### src/inc/ldss_consts.vh
`ifndef LDSS_CONSTS_VH
`define LDSS_CONSTS_VH

// ************************************************************
// Register indexes (byte address is index times four)
// ************************************************************
`define LDSS_IDX_CTRL0      10'h080
`define LDSS_IDX_CTRL5      10'h085
`define LDSS_IDX_SAMPLE     10'h087
`define LDSS_IDX_STATUS     10'h08f
`define LDSS_NUM_CTRL       3'h6

// ************************************************************
// Memory addresses
// ************************************************************
`define LDSS_NV_CTRL_BASE   9'h080
`define LDSS_TABLE_ONE_BASE 9'h090
`define LDSS_TABLE_TWO_BASE 9'h0d0

// ************************************************************
// Field positions
// ************************************************************
`define LDSS_C0_DIR_ONE     0
`define LDSS_C0_DIR_TWO     1
`define LDSS_C0_FILT_DIS    2
`define LDSS_C5_FS_ONE_LO   0
`define LDSS_C5_FS_TWO_LO   2
`define LDSS_C5_TBL_ONE_DIR 4
`define LDSS_C5_CONV_ONE_DIR 5
`define LDSS_C5_TBL_TWO_DIR 6
`define LDSS_C5_CONV_TWO_DIR 7
`define LDSS_ROW_MASK       8'h3f
`define LDSS_CTRL_RESET     8'h00

// ************************************************************
// Filter
// ************************************************************
`define LDSS_FILTER_COUNT   3'h4

`endif

### src/hw/ldss_top.v
// The AHB-Lite interface to the registers and the address map are this design's own decisions.
`include "ldss_consts.vh"

module ldss_top (
    input  wire        hclk,
    input  wire        hresetn,
    input  wire        clk_en,
    input  wire        hsel,
    input  wire [31:0] haddr,
    input  wire [1:0]  htrans,
    input  wire        hwrite,
    input  wire [2:0]  hsize,
    input  wire [31:0] hwdata,
    input  wire        hready,
    output wire        hreadyout,
    output wire        hresp,
    output reg  [31:0] hrdata,
    input  wire        por_ok,
    input  wire        sampler_ready,
    input  wire        conv_done,
    input  wire [7:0]  conv_result,
    output reg         nv_rd_en,
    output reg  [8:0]  nv_rd_addr,
    input  wire [7:0]  nv_rd_data,
    output reg         analog_enable,
    output reg         sampler_enable,
    output reg  [7:0]  conv_one_byte,
    output reg  [7:0]  conv_two_byte,
    output wire        output_one_direction,
    output wire        output_two_direction,
    output wire [1:0]  output_one_full_scale,
    output wire [1:0]  output_two_full_scale
);

    // ************************************************************
    // Sequencer states
    // ************************************************************
    localparam [4:0] ST_OFF    = 5'h01;
    localparam [4:0] ST_RECALL = 5'h02;
    localparam [4:0] ST_WAIT   = 5'h04;
    localparam [4:0] ST_FILTER = 5'h08;
    localparam [4:0] ST_RUN    = 5'h10;

    reg  [4:0]  state_ff;
    reg  [4:0]  nxt_state;
    reg  [7:0]  ctrl_ff [0:5];
    reg  [2:0]  rc_cnt_ff;
    reg         rc_pend_ff;
    reg  [2:0]  rc_idx_ff;
    reg  [7:0]  sampled_ff;
    reg  [7:0]  last_conv_ff;
    reg  [2:0]  match_cnt_ff;
    reg         sample_valid_ff;
    reg         fetch_ch_ff;
    reg         fetch_pend_ff;
    reg         pend_ch_ff;
    reg  [7:0]  table_one_byte_ff;
    reg  [7:0]  table_two_byte_ff;
    reg  [1:0]  fetched_ff;
    reg         live_ff;
    reg         wr_pend_ff;
    reg  [9:0]  wr_idx_ff;
    reg  [7:0]  nxt_conv_one;
    reg  [7:0]  nxt_conv_two;
    reg  [31:0] nxt_rdata;
    wire [9:0]  a_idx;
    wire        a_take;
    wire        filt_dis;
    wire [5:0]  row_one;
    wire [5:0]  row_two;
    wire [2:0]  nxt_match;
    wire        same_val;
    wire        w_ctrl;
    wire [2:0]  w_ctrl_idx;
    integer     i;

    assign hreadyout = clk_en;
    assign hresp     = 1'b0;
    assign a_idx     = haddr[11:2];
    assign a_take    = hsel & hready & htrans[1];
    assign filt_dis  = ctrl_ff[0][`LDSS_C0_FILT_DIS];

    // ************************************************************
    // Settings seen by the analog side
    // ************************************************************
    assign output_one_direction  = ctrl_ff[0][`LDSS_C0_DIR_ONE];
    assign output_two_direction  = ctrl_ff[0][`LDSS_C0_DIR_TWO];
    assign output_one_full_scale = ctrl_ff[5][`LDSS_C5_FS_ONE_LO +: 2];
    assign output_two_full_scale = ctrl_ff[5][`LDSS_C5_FS_TWO_LO +: 2];

    // ************************************************************
    // Row selection
    // ************************************************************
    assign row_one = ctrl_ff[5][`LDSS_C5_TBL_ONE_DIR] ? ctrl_ff[1][5:0]
                                                       : sampled_ff[7:2];
    assign row_two = ctrl_ff[5][`LDSS_C5_TBL_TWO_DIR] ? ctrl_ff[2][5:0]
                                                       : sampled_ff[7:2];

    // ************************************************************
    // Power-up sequencer
    // ************************************************************
    always @* begin
        case (state_ff)
            ST_OFF:    nxt_state = ST_RECALL;
            ST_RECALL: nxt_state = (rc_pend_ff && rc_idx_ff == `LDSS_NUM_CTRL - 3'h1)
                                   ? ST_WAIT : ST_RECALL;
            ST_WAIT:   nxt_state = sampler_ready ? ST_FILTER : ST_WAIT;
            ST_FILTER: nxt_state = sample_valid_ff ? ST_RUN : ST_FILTER;
            ST_RUN:    nxt_state = ST_RUN;
            default:   nxt_state = ST_OFF;
        endcase
        if (!por_ok) begin
            nxt_state = ST_OFF;
        end
    end

    always @(posedge hclk or negedge hresetn) begin
        if (!hresetn) begin
            state_ff       <= ST_OFF;
            rc_cnt_ff      <= 3'h0;
            rc_pend_ff     <= 1'b0;
            rc_idx_ff      <= 3'h0;
            analog_enable  <= 1'b0;
            sampler_enable <= 1'b0;
        end else if (clk_en) begin
            state_ff       <= nxt_state;
            analog_enable  <= (nxt_state & (ST_WAIT | ST_FILTER | ST_RUN)) != 5'h00;
            sampler_enable <= (nxt_state & (ST_FILTER | ST_RUN)) != 5'h00;
            rc_pend_ff     <= (state_ff == ST_RECALL) && (rc_cnt_ff < `LDSS_NUM_CTRL);
            rc_idx_ff      <= rc_cnt_ff;
            if (state_ff == ST_RECALL && rc_cnt_ff < `LDSS_NUM_CTRL) begin
                rc_cnt_ff <= rc_cnt_ff + 3'h1;
            end else if (state_ff != ST_RECALL) begin
                rc_cnt_ff <= 3'h0;
            end
        end
    end

    // ************************************************************
    // Sample filter
    // ************************************************************
    assign same_val  = sample_valid_ff ? (conv_result[7:2] == last_conv_ff[7:2])
                                       : (conv_result == last_conv_ff);
    assign nxt_match = (same_val && match_cnt_ff != 3'h0)
                       ? ((match_cnt_ff == `LDSS_FILTER_COUNT) ? match_cnt_ff
                                                              : match_cnt_ff + 3'h1)
                       : 3'h1;

    always @(posedge hclk or negedge hresetn) begin
        if (!hresetn) begin
            sampled_ff      <= 8'h00;
            last_conv_ff    <= 8'h00;
            match_cnt_ff    <= 3'h0;
            sample_valid_ff <= 1'b0;
        end else if (clk_en) begin
            if (!sampler_enable) begin
                match_cnt_ff    <= 3'h0;
                sample_valid_ff <= 1'b0;
            end else if (conv_done) begin
                last_conv_ff <= conv_result;
                match_cnt_ff <= nxt_match;
                if (filt_dis || nxt_match == `LDSS_FILTER_COUNT) begin
                    sampled_ff      <= conv_result;
                    sample_valid_ff <= 1'b1;
                end
            end
        end
    end

    // ************************************************************
    // Memory port: recall then alternating table fetches
    // ************************************************************
    always @* begin
        nv_rd_en   = 1'b0;
        nv_rd_addr = 9'h000;
        if (state_ff == ST_RECALL && rc_cnt_ff < `LDSS_NUM_CTRL) begin
            nv_rd_en   = 1'b1;
            nv_rd_addr = `LDSS_NV_CTRL_BASE + {6'h00, rc_cnt_ff};
        end else if (state_ff == ST_RUN) begin
            nv_rd_en   = 1'b1;
            nv_rd_addr = fetch_ch_ff ? `LDSS_TABLE_TWO_BASE + {3'h0, row_two}
                                     : `LDSS_TABLE_ONE_BASE + {3'h0, row_one};
        end
    end

    always @(posedge hclk or negedge hresetn) begin
        if (!hresetn) begin
            fetch_ch_ff       <= 1'b0;
            fetch_pend_ff     <= 1'b0;
            pend_ch_ff        <= 1'b0;
            table_one_byte_ff <= 8'h00;
            table_two_byte_ff <= 8'h00;
            fetched_ff        <= 2'h0;
            live_ff           <= 1'b0;
        end else if (clk_en) begin
            fetch_pend_ff <= (state_ff == ST_RUN);
            pend_ch_ff    <= fetch_ch_ff;
            fetch_ch_ff   <= (state_ff == ST_RUN) ? ~fetch_ch_ff : 1'b0;
            if (state_ff != ST_RUN) begin
                fetched_ff <= 2'h0;
                live_ff    <= 1'b0;
            end else begin
                if (fetch_pend_ff) begin
                    if (pend_ch_ff) begin
                        table_two_byte_ff <= nv_rd_data;
                        fetched_ff[1]     <= 1'b1;
                    end else begin
                        table_one_byte_ff <= nv_rd_data;
                        fetched_ff[0]     <= 1'b1;
                    end
                end
                if (fetched_ff == 2'h3) begin
                    live_ff <= 1'b1;
                end
            end
        end
    end

    // ************************************************************
    // Converter input bytes
    // ************************************************************
    always @* begin
        nxt_conv_one = ctrl_ff[5][`LDSS_C5_CONV_ONE_DIR] ? ctrl_ff[3]
                                                          : table_one_byte_ff;
        nxt_conv_two = ctrl_ff[5][`LDSS_C5_CONV_TWO_DIR] ? ctrl_ff[4]
                                                          : table_two_byte_ff;
        // Zero in step with analog_enable when the supply fails
        if (!live_ff || nxt_state != ST_RUN) begin
            nxt_conv_one = 8'h00;
            nxt_conv_two = 8'h00;
        end
    end

    always @(posedge hclk or negedge hresetn) begin
        if (!hresetn) begin
            conv_one_byte <= 8'h00;
            conv_two_byte <= 8'h00;
        end else if (clk_en) begin
            conv_one_byte <= nxt_conv_one;
            conv_two_byte <= nxt_conv_two;
        end
    end

    // ************************************************************
    // AHB-Lite register slave
    // ************************************************************
    assign w_ctrl     = wr_pend_ff && wr_idx_ff >= `LDSS_IDX_CTRL0
                        && wr_idx_ff <= `LDSS_IDX_CTRL5;
    assign w_ctrl_idx = wr_idx_ff[2:0];

    always @* begin
        nxt_rdata = 32'h0000_0000;
        if (a_idx >= `LDSS_IDX_CTRL0 && a_idx <= `LDSS_IDX_CTRL5) begin
            nxt_rdata = {24'h000000, ctrl_ff[a_idx[2:0]]};
        end else if (a_idx == `LDSS_IDX_SAMPLE) begin
            nxt_rdata = {24'h000000, sampled_ff};
        end else if (a_idx == `LDSS_IDX_STATUS) begin
            nxt_rdata = {conv_two_byte, conv_one_byte, 3'h0, state_ff, 7'h00, live_ff};
        end
    end

    always @(posedge hclk or negedge hresetn) begin
        if (!hresetn) begin
            hrdata     <= 32'h0000_0000;
            wr_pend_ff <= 1'b0;
            wr_idx_ff  <= 10'h000;
            for (i = 0; i < 6; i = i + 1) begin
                ctrl_ff[i] <= `LDSS_CTRL_RESET;
            end
        end else if (clk_en) begin
            wr_pend_ff <= a_take & hwrite;
            wr_idx_ff  <= a_idx;
            if (a_take && !hwrite) begin
                hrdata <= nxt_rdata;
            end
            if (rc_pend_ff && state_ff == ST_RECALL) begin
                ctrl_ff[rc_idx_ff] <= nv_rd_data;
            end else if (w_ctrl) begin
                if (w_ctrl_idx == 3'h1 || w_ctrl_idx == 3'h2) begin
                    ctrl_ff[w_ctrl_idx] <= hwdata[7:0] & `LDSS_ROW_MASK;
                end else begin
                    ctrl_ff[w_ctrl_idx] <= hwdata[7:0];
                end
            end
        end
    end

endmodule // ldss_top

### config.mk
export PLATFORM = sky130hd
export DESIGN_NAME = ldss_top
export DESIGN_NICKNAME = d
export VERILOG_FILES = /design/src/hw/ldss_top.v
export VERILOG_INCLUDE_DIRS = /design/src /design/src/inc
export SDC_FILE = /design/constraint.sdc
export NUM_CORES = 1
export LEC_CHECK = 0
export ABC_AREA = 1
export BUFFER_PORTS_ARGS = -buffer_cell sky130_fd_sc_hd__buf_4
export CAP_MARGIN = 5
export CORE_AREA = 2 2 127 129
export CTS_CLUSTER_SIZE = 10
export DETAILED_ROUTE_END_ITERATION = 16
export DIE_AREA = 0 0 129 131
export PLACE_DENSITY = 0.78
export SYNTH_ARGS = -nofsm -noshare
export SYNTH_HDL_FRONTEND = slang
export SYNTH_SLANG_ARGS = --single-unit
### constraint.sdc
create_clock -name hclk -period 1.79 [get_ports hclk]
set_input_delay 0.537 -clock hclk [delete_from_list [all_inputs] [get_ports hclk]]
set_output_delay 0.537 -clock hclk [all_outputs]
set_load 0.1 [all_outputs]
==> impl_results.md <==
* DP HPWL at 18950 microns
* Dpl cells at 1498
* Area of the multi-input gates at 4349 sq um
* Total Routing Usage GR at 32.89%
* Most used DFF post-synth: dfrtp_1
* Post-synthesis mux area share at 0%
* Post-synth top cells: nand2_1, dfrtp_1, o21ai_0, inv_1
* Yosys cell types at 36
* DRT iter0 DRCs at 911
* Clk sinks at 160
* FF-to-FF path depth at 13
* Wl on met1 at 11440 microns
* Synthesized area per cell at 7.489 sq um
* Power Dens Cells at 763.8 nW/um^2
* # rows at 46
* Largest regs: ctrl_ff: 42 flops, hrdata: 29 flops, wr_idx_ff: 10 flops
* Critical Path End Type: output port
* Peak VDD IR at 700.0 uV
* Status: finished with violations
* Crit share post-route at 134.1%
* Startpoint Class: flop
* RSZ-0062 raised after global routing: true
* Crit-path slowest cell: dfrtp_1
* Synth top area share at 47.65%
* Place WS at -0.2240 ns
* Max Fclk at 0.4167 GHz
* Worst skew pair latency at 0.45 ns
* Area grow syn2layout at 43.53%
* Synthesized flop and latch total at 160
* Cells after Synth at 1115
* Crit path largest cell delay at 0.44 ns
* Compound-Gate Fraction of Synth Area at 15.60%
* Synth top area cells: dfrtp_1, nand2_1, o21ai_0
* Die ar. at 16900 sq um
* Final RePlAce weighted congestion at 1.040
* Top-count cell post-synth: nand2_1
* Setup TNS at -14.81 ns
* Leak pwr at 5.765 nW
* CP required at 1.25 ns
* Vias in the first global route at 8258
* Clock-pin slew on the worst setup and hold paths at 0.07 ns
* Routed WL at 29040 microns
* Initial Util at 53.54%
* Post-synthesis instance area at 8351 sq um
* # diodes at 0
* XOR/XNOR share of the synthesized area at 0.4195%
* Clk buf depth at 2
* Worst-Margin Slew at 0.5790 ns
* Tot Pwr at 9.154 mW
* # setup viols final at 61
* Nets@finish at 1422
* Leading area contributor after synthesis: dfrtp_1
* Failing checks: setup timing
* Hold violation count in the final report at 0
* CP Cell Sequence: inv_2, nor2_4, nand3_4, nor2_4, inv_6, o21ai_4, buf_12
* Met3 wire len at 2432 microns
* DRC Markers at 0
* Hold Path Class: in2async
* Uppermost layer routed: met4
* Detail Route met2 WL at 13820 microns
* Vias per cell at 5.784
* Final std cells w/o fill at 1552
* Final worst setup slack at -0.6095 ns
* Hold slack at 0.01512 ns
* Clock Tree Root: clkbuf_16
* TritonCTS Buffers at 17
* Fraction of layout cells with a size suffix above 1 at 32.71%
* Worst slew margin at 61.26%
* Routed len/inst at 18.71 microns
* I/O Buffers at 107
* Register area at 4009 sq um
* Final ANT Viol Nets at 0
* Cell mode on critical path: nor2_4
* Grt ovf at 0
* Adder-cell share of the synthesized area at 0.7492%
* CTS Hold Buffers Added at 0
* Post-Synth Simple-Gate Area at 26.48%
* Worst Skew at 0.01458 ns
* WP data arrival at 1.86 ns
* Part of the Yosys area used for sequential elements at 47.96%
* Ports at 162
* Die height at 131 microns
* CTS tree: built
* Final critical-path required period at 2.400 ns
* Worst-path maximum fanout at 6
* Core outline area at 15600 sq um
* Total of max-cap violations at 0
* Fillcell total at 1031
* Max-slew violations at 0
* Post-synth EDFFs at 0
* Largest register FFs at 42
* 1st-pass router iterations at 6
* First-pass GRT wire length at 42300 microns
* Vias at 8976
* Type of the worst setup path: reg2out
* Most flop-heavy register: ctrl_ff
* Largest net degree at the start of global routing at 41
* CTS H-tree lvls at 4
* Initial antenna violation count at 0
* Largest family of logic cells by synthesized area: simple AND/OR/NAND/NOR gates
* Asr flop ratio synth at 100.0%
* Die width at 129 microns
* Synth warnings at 0
## placed cells by master, fill, tap and decap left out, types with 5 or more instances in the layout
master,Yosys,layout
buf_12,0,24
dfrtp_1,159,156
a21oi_1,20,18
o22ai_2,0,8
o31ai_1,5,5
a22oi_2,0,14
o21ai_0,146,112
buf_4,12,184
o22ai_1,22,12
nor2_1,64,46
nand4_1,7,7
inv_6,0,7
inv_2,4,18
o211ai_1,5,5
nand2_2,3,35
a22oi_1,25,11
o21ai_2,0,9
nand3_1,64,45
clkbuf_16,0,18
nor3_2,7,8
nor2_4,3,16
buf_6,0,23
inv_1,124,106
nand2_1,366,325
o21ai_1,11,32
nor2_2,2,7
nand2_4,0,9
nand3_4,0,5
nand3_2,1,15
## critical path: cells and delay by family (launching register included)
kind            cells  cell delay (ns)
flops               1             0.44
simple gates        3             0.40
buf+inv             3             0.37
compound gates      1             0.20
## report_power, final
group / leakage, nW / internal (mW) / switching, mW
Sequential: 2.11 / 3.73 / 0.0907
Clock: 0.317 / 2.39 / 1.68
Combinational: 3.34 / 0.450 / 0.815
## cells by family (layout without fill, tap and decap cells)
kind of cell             count (synthesis)  count (layout)
AND/OR/NAND/NOR                        530             531
AO/OA/AOI/OAI                          236             236
buffers and inverters                  179             396
flip-flops                             160             160
adder cells (fa/ha/maj)                  5               5
XOR/XNOR                                 4               4
other                                    1               4
## through the flow
step                instance area [sq um]  utilization (%)
finish                              11990            76.84
global placement                    10310            66.11
detailed placement                  10310            66.11
global route                        11990            76.84
floorplan                            8517                -
CTS                                 11660            74.74
## final cells by class
type	instances	area share [%]
Inverter	129	4.207
Timing Repair Buffer	235	18.38
Clock buffer	18	3.581
Sequential cell	160	33.45
Multi-Input combinational cell	780	36.29
Tap cell	216	2.255
Clock inverter	14	1.837
## path summary, 6_finish.rpt
check	from	to	slack (ns)
setup / recovery	state_ff[1]$_DFFE_PN0P_	nv_rd_addr[1]	-0.61
hold / removal	hresetn	match_cnt_ff[1]$_DFFE_PN0P_	0.02
min in group hclk	haddr[10]	wr_idx_ff[8]$_DFFE_PN0P_	0.33
setup reg to reg	state_ff[2]$_DFFE_PN0P_	ctrl_ff[27]$_DFFE_PN0P_	-0.24
hold reg to reg	ctrl_ff[38]$_DFFE_PN0P_	ctrl_ff[38]$_DFFE_PN0P_	0.48
max in group asynchronous	hresetn	state_ff[0]$_DFFE_PN1P_	1.20
## metal layers
metal / vias up / global-route usage [%]
li1: 4033 / -
met1: 4250 / 43.85
met2: 573 / 53.00
met3: 120 / 5.904
met4: 0 / 14.71
met5: - / 0
## what timing repair did
item,4_1_cts,5_1_grt
resized for setup,160,85
endpoints found under the hold margin,0,0
cloned,2,1
buffers inserted,15,6
pin swaps,22,24
endpoints found under the setup margin,69,82
Note: power is estimated with default switching activity, not from simulation.
